File: src/design/cfu_pkg.sv
`default_nettype none
package cfu_pkg;
  // Opcode match patterns (upper byte; byte imm upper 7 bits; wide zero and shift product whole word)
  localparam logic [7:0]  OPC_CMP_WORD_IMM  = 8'h1B;
  localparam logic [15:0] OPC_CMP_WIDE_ZERO = 16'h565E;
  localparam logic [6:0]  OPC_CMP_BYTE_IMM  = 7'h29;
  localparam logic [7:0]  OPC_CMP_LONG      = 8'h0F;
  localparam logic [15:0] OPC_CMP_SHIFT_P   = 16'hFF59;
  // Field positions
  localparam int HALF_SEL_BIT   = 8;
  localparam int ACC_SIGN_BIT   = 31;
  // Reset values
  localparam logic [2:0] FLAGS_RST = 3'h0;

  typedef enum {
    CFU_IDLE,
    CFU_WAIT_IMM
  } cfu_state_t;
endpackage : cfu_pkg
`default_nettype wire

File: src/design/cfu_compare_flag_unit.sv
// How it works
// - Word-imm compare: memory word minus signed immediate, flags only, memory untouched.
// - Word-imm compare takes a second instruction word holding the 16-bit constant.
// - 16-bit compares: N is sign of the 17-bit exact difference.
// - Z set when difference is zero, cleared otherwise.
// - C cleared on borrow, set otherwise; wide compare leaves C unchanged.
// - Compare after repeat-next: clear repeat count, execute once.
// - Wide compare: 64-bit acc:product against zero, only with object mode set.
// - Wide compare N: acc bit 31 inverted when overflow set.
// - Wide compare Z: set only when all 64 bits zero.
// - Wide compare always clears overflow after using it.
// - Byte compare: selected half minus zero-extended byte.
// - Long compare: accumulator minus 32-bit memory operand, flags only.
// - 32-bit compares: N is sign of the 33-bit exact difference.
// - Shifted-product compare: acc minus shifted product, sets N, Z, C.
// - Shift select 0 is left 1 with zero fill; 1 is no shift; 2..7 is arithmetic right 1..6.
`default_nettype none
module cfu_compare_flag_unit (
  input  wire logic        i_ref_clk,
  input  wire logic        i_rst_n,
  input  wire logic        i_instr_valid,
  input  wire logic [15:0] i_instr_word,
  input  wire logic        i_prev_repeat_next_instr,
  input  wire logic        i_object_code_mode_bit,
  input  wire logic [15:0] i_mem_operand_16,
  input  wire logic [31:0] i_mem_operand_32,
  input  wire logic [15:0] i_upper_word_reg,
  input  wire logic [15:0] i_lower_word_reg,
  input  wire logic [31:0] i_product,
  input  wire logic [2:0]  i_product_shift_select,
  input  wire logic        i_overflow_in,
  output logic             o_flags_we,
  output logic             o_overflow_we,
  output logic             o_neg_flag,
  output logic             o_zero_flag,
  output logic             o_carry_flag,
  output logic             o_overflow_flag,
  output logic             o_repeat_count_clr,
  output logic             o_busy
);
  wire logic [31:0] acc = {i_upper_word_reg, i_lower_word_reg};

  // ----------------------------------------
  // Decode
  // ----------------------------------------
  cfu_pkg::cfu_state_t state_q, state_d;
  logic [15:0] mem16_q;

  wire logic idle      = (state_q == cfu_pkg::CFU_IDLE);
  wire logic dv        = i_instr_valid;
  wire logic is_word   = idle && dv && i_instr_word[15:8] == cfu_pkg::OPC_CMP_WORD_IMM;
  wire logic is_wide   = idle && dv && i_instr_word == cfu_pkg::OPC_CMP_WIDE_ZERO
                         && i_object_code_mode_bit;
  wire logic is_byte   = idle && dv && i_instr_word[15:9] == cfu_pkg::OPC_CMP_BYTE_IMM;
  wire logic is_long   = idle && dv && i_instr_word[15:8] == cfu_pkg::OPC_CMP_LONG;
  wire logic is_shp    = idle && dv && i_instr_word == cfu_pkg::OPC_CMP_SHIFT_P;
  wire logic imm_taken = (state_q == cfu_pkg::CFU_WAIT_IMM) && dv;

  // ----------------------------------------
  // Arithmetic
  // ----------------------------------------
  logic [31:0] shifted_p;
  cfu_shifter u_shift (
    .i_product              (i_product),
    .i_product_shift_select (i_product_shift_select),
    .o_shifted              (shifted_p)
  );

  wire logic        half_acc_select = i_instr_word[cfu_pkg::HALF_SEL_BIT];
  wire logic [15:0] half_val  = half_acc_select ? i_upper_word_reg : i_lower_word_reg;
  // 16-bit signed compare with exact sign (word imm)
  wire logic [16:0] dw_s = {mem16_q[15], mem16_q} - {i_instr_word[15], i_instr_word};
  wire logic [16:0] dw_u = {1'b0, mem16_q} - {1'b0, i_instr_word};
  // Byte compare, zero-extended immediate
  wire logic [16:0] db_s = {half_val[15], half_val} - {9'h000, i_instr_word[7:0]};
  wire logic [16:0] db_u = {1'b0, half_val} - {9'h000, i_instr_word[7:0]};
  // 32-bit compares
  wire logic [31:0] sub32 = is_shp ? shifted_p : i_mem_operand_32;
  wire logic [32:0] dl_s = {acc[31], acc} - {sub32[31], sub32};
  wire logic [32:0] dl_u = {1'b0, acc} - {1'b0, sub32};

  wire logic wide_n = i_overflow_in ? ~acc[cfu_pkg::ACC_SIGN_BIT] : acc[cfu_pkg::ACC_SIGN_BIT];
  wire logic wide_z = (acc == 32'h0000_0000) && (i_product == 32'h0000_0000);

  logic n_d, z_d, c_d, we_d;
  always_comb begin
    n_d  = o_neg_flag;
    z_d  = o_zero_flag;
    c_d  = o_carry_flag;
    we_d = 1'b1;
    if (imm_taken) begin
      n_d = dw_s[16];
      z_d = (dw_s[15:0] == 16'h0000);
      c_d = ~dw_u[16];
    end else if (is_byte) begin
      n_d = db_s[16];
      z_d = (db_s[15:0] == 16'h0000);
      c_d = ~db_u[16];
    end else if (is_long || is_shp) begin
      n_d = dl_s[32];
      z_d = (dl_s[31:0] == 32'h0000_0000);
      c_d = ~dl_u[32];
    end else if (is_wide) begin
      n_d = wide_n;
      z_d = wide_z;
    end else begin
      we_d = 1'b0;
    end
  end

  always_comb begin
    state_d = state_q;
    case (state_q)
      cfu_pkg::CFU_IDLE:     if (is_word) state_d = cfu_pkg::CFU_WAIT_IMM;
      cfu_pkg::CFU_WAIT_IMM: if (dv) state_d = cfu_pkg::CFU_IDLE;
      default:               state_d = cfu_pkg::CFU_IDLE;
    endcase
  end

  // ----------------------------------------
  // Registers
  // ----------------------------------------
  always_ff @(posedge i_ref_clk) begin
    if (!i_rst_n) begin
      state_q            <= cfu_pkg::CFU_IDLE;
      mem16_q            <= 16'h0000;
      {o_neg_flag, o_zero_flag, o_carry_flag} <= cfu_pkg::FLAGS_RST;
      o_overflow_flag    <= 1'b0;
      o_flags_we         <= 1'b0;
      o_overflow_we      <= 1'b0;
      o_repeat_count_clr <= 1'b0;
    end else begin
      state_q            <= state_d;
      if (is_word) mem16_q <= i_mem_operand_16;
      {o_neg_flag, o_zero_flag, o_carry_flag} <= {n_d, z_d, c_d};
      o_flags_we         <= we_d;
      o_overflow_we      <= is_wide;
      if (is_wide) o_overflow_flag <= 1'b0;
      o_repeat_count_clr <= i_prev_repeat_next_instr
                            && (is_word || is_wide || is_byte || is_long || is_shp);
    end
  end

  assign o_busy = (state_q == cfu_pkg::CFU_WAIT_IMM);
endmodule : cfu_compare_flag_unit
`default_nettype wire

File: src/design/cfu_shifter.sv
`default_nettype none
module cfu_shifter (
  input  wire logic [31:0] i_product,
  input  wire logic [2:0]  i_product_shift_select,
  output logic      [31:0] o_shifted
);
  // Select 0: left 1, 1: none, 2..7: arithmetic right 1..6
  wire logic signed [31:0] prod_s = i_product;
  wire logic [2:0] rshift = i_product_shift_select - 3'h1;

  assign o_shifted = (i_product_shift_select == 3'h0) ? {i_product[30:0], 1'b0} :
                     32'(prod_s >>> rshift);
endmodule : cfu_shifter
`default_nettype wire

File: config.mk
export PLATFORM = sky130hd
export DESIGN_NAME = cfu_compare_flag_unit
export DESIGN_NICKNAME = d
export VERILOG_FILES = /design/src/design/cfu_pkg.sv /design/src/design/cfu_compare_flag_unit.sv /design/src/design/cfu_shifter.sv
export SDC_FILE = /design/constraint.sdc
export NUM_CORES = 1
export LEC_CHECK = 0
export BUFFER_PORTS_ARGS = -buffer_cell sky130_fd_sc_hd__buf_2
export CORE_UTILIZATION = 55
export DETAILED_ROUTE_END_ITERATION = 12
export PLACE_DENSITY = 0.84
export SLEW_MARGIN = 0
export SYNTH_ARGS = -nofsm -noshare
export SYNTH_HDL_FRONTEND = slang
export SYNTH_SLANG_ARGS = --single-unit
File: constraint.sdc
create_clock -name i_ref_clk -period 6.74 [get_ports i_ref_clk]
set_input_delay 0.674 -clock i_ref_clk [delete_from_list [all_inputs] [get_ports i_ref_clk]]
set_output_delay 0.674 -clock i_ref_clk [all_outputs]
set_load 0.005 [all_outputs]
==> qor.csv <==
stage;metric;value;unit
setup_path;cp.required;6.94;ns
yosys;ys_ff_latch;23;
sta;tightest_slew;1.013;ns
setup_path;path_max_fanout;29;
floorplanning;initial_utilization;57.68;%
placed_design;io_buffers;143;
cts;postCtsSetupBuffers;0;
cts;cts_buffer_depth;2;
cts;htreeDepth;1;
routing;drt_wl_total;23280;um
floorplanning;fp-row-count;38;
yosys;ys_types;85;
yosys;synth_largest_area_cell;a21oi_1;
yosys;async_flop_share;0;%
global_route;grt_max_degree;45;
floorplanning;die_h;109.6;um
setup_path;path_class;in -> reg;
yosys;mappedNetlistNets;1135;
setup_path;critPathArrivalTime;5.95;ns
finish;fin_util;65.01;%
pwr;powerDensity;110.3;mW/mm^2
setup_path;crit_path_top_delay_cell;ha_1;
status;status;finished, final reports clean;
yosys;syn_inst;937;
routing;via_per_inst;6.684;
sta;period_needed;5.749;ns
yosys;synth_commonest_cells;a21oi_1 (148), nand2_1 (119), nor2_1 (89), ha_1 (58), inv_1 (41);
yosys;synth_top_area_share;11.64;%
routing;firstDrtPassIters;5;
min_path;hold_depth;2;
finish;fin_area;0.007171;sq mm
routing;first_iter_violations;796;
setup_path;cpPeakStageDelay;0.89;ns
yosys;synth_most_common_cell;a21oi_1;
pwr;peakVddDrop;0.0001440;V
finish;syn_to_final_growth;12.70;%
sta;finalHoldViolations;0;
cts;path_clk_slew;0.06;ns
sta;fmax;173.9;MHz
sta;skew;0.005003;ns
cts;cts_buffers;3;
sta;fin_crit_sh;85.30;%
setup_path;crit_top_cell;a21oi_1;
routing;dr_total_vias;7867;
sta;setup_viol;0;
yosys;avgSynthCellArea;6.790;sq um
sta;slew_headroom;32.50;%
yosys;synth_area;0.006362;sq mm
sta;finalSetupTns;0;ns
cts;clockRootBuffer;clkbuf_16;
floorplanning;die_w;109.6;um
placed_design;gp_congestion;1.041;
global_route;grt_first_pass_wirelength;36580;um
setup_path;crit_path_cell_trace;buf_2 -> inv_1 -> ha_1 -> mux2_2 -> o21ai_0 -> nor2_1 -> a21oi_1 -> nor2_1 -> a21oi_1 -> nor2_1 -> a21oi_1 -> ha_1 -> o211ai_1 -> a211oi_1 -> a21oi_1 -> nand3b_1 -> a211o_1 -> or4_1 -> nor3_2 -> nand4_1 -> o21ai_1;
global_route;grt_antenna_before_repair;0;
sta;slew_violations;0;
placed_design;hpwl;18920;um
yosys;synth_edf_count;0;
yosys;netlist_top_cells_area;a21oi_1 (12%), ha_1 (11%), dfxtp_1 (7.2%);
routing;routedWlPerCell;19.78;um
global_route;grt_pass1_vias;7174;
global_route;overflow;0;
sta;rsz0062_at_grt;false;
setup_path;r2r_cells;16;
cts;cts_num_sinks;23;
floorplanning;dieArea;0.01200;sq mm
floorplanning;coreArea;0.01103;sq mm
cts;cts_hold_buf;0;
cts;cts_tree;yes;
min_path;hp-class;reg -> reg;
cts;cts_resized;0;
yosys;yosysWarnings;0;
pwr;p_leak;3.018;nW
routing;drc;0;
yosys;yosysSeqAreaShare;7.237;%
finish;diodes;0;
flow_run;maxCapViolCount;0;
global_route;grtUsageTotal;39.24;%
setup_path;end_kind;flip-flop;
setup_path;crit_path_start_kind;primary input;
routing;antenna_left;0;
placed_design;place_area;0.007092;sq mm
yosys;ys.flop_type;dfxtp_1;
finish;nNetsFinal;1236;
finish;drive_above_1_share;19.38;%
floorplanning;io_pins;145;
cts;clk_latency;0.26;ns
-- placed cells by master, fill, tap and decap left out, types with 12 or more instances in the layout --
master    instances
a21oi_1         148
buf_2           143
nand2_1         119
nor2_1           89
ha_1             58
inv_1            41
o21ai_0          39
mux2i_1          23
dfxtp_1          23
nor4_1           21
nand4_1          20
nand3_1          19
nor3_1           18
mux4_2           18
nor2b_1          16
a211oi_1         13
o21a_1           12
-- area by class of cell --
type / count / area [sq um]
Multi-Input combinational cell: 818 / 5534
Fill cell: 1061 / 3860
Timing Repair Buffer: 149 / 760.7
Sequential cell: 23 / 460.4
Tap cell: 140 / 175.2
Inverter: 43 / 161.4
Clock buffer: 4 / 78.83
-- critical path: cells and delay by family --
kind,cells,cell delay (ns)
mux,1,0.43
simple gates,7,1.13
fa+ha+maj,2,1.30
buf+inv,2,0.42
compound gates,9,1.98
-- flip-flops by register name (all words and copies together), names as in the netlist --
signal,count
o_repeat_count_clr,1
o_carry_flag,1
state_q,1
o_neg_flag,1
o_flags_we,1
mem16_q,16
o_zero_flag,1
o_overflow_we,1
-- path summary, 6_finish.rpt --
| check | start | slack [ns] | endpoint |
|---|---|---|---|
| worst max-delay path | i_product_shift_select[0] | 0.99 | o_zero_flag |
| worst min-delay path | mem16_q[0] | 0.45 | mem16_q[0] |
| worst max register to register | state_q[0] | 1.74 | o_zero_flag |
| worst min register to register | mem16_q[0] | 0.45 | mem16_q[0] |
-- power breakdown --
| part | leakage [nW] | switching [mW] | internal (mW) |
|---|---|---|---|
| clock network | 0.0382 | 0.0487 | 0.0808 |
| registers | 0.185 | 0.000149 | 0.136 |
| logic | 2.80 | 0.312 | 0.213 |
-- routing by layer --
layer	up-vias	wire, um	GRT usage [%]
met2	527	10620	66.40
met4	0	1283	20.48
li1	3722	-	-
met5	-	0	0
met1	3529	9331	49.95
met3	89	2046	2.786
-- kinds of logic after synthesis --
logic type               share of synthesized area, %
AO/OA/AOI/OAI                                   32.04
XOR/XNOR                                        2.616
adder cells (fa/ha/maj)                         12.35
buffers and inverters                           6.018
flip-flops                                      7.237
multiplexers                                    11.94
other                                         0.05894
AND/OR/NAND/NOR                                 27.75
-- through the flow --
stage / power (mW) / hold WS, ns / setup slack [ns] / instances
6_report: 0.7909 / 0.4547 / 0.9910 / 1177
3_3_place_gp: 0.6460 / 0.4433 / 0.8919 / 1173
4_1_cts: 0.7762 / 0.4560 / 1.175 / 1177
5_1_grt: 0.8432 / 0.4738 / 0.7129 / 1177
2_1_floorplan: 0.4938 / 0.4363 / 0.9556 / 937
3_5_place_dp: 0.6446 / 0.4480 / 0.9230 / 1173
No activity file was read; power rests on OpenSTA's default activity.
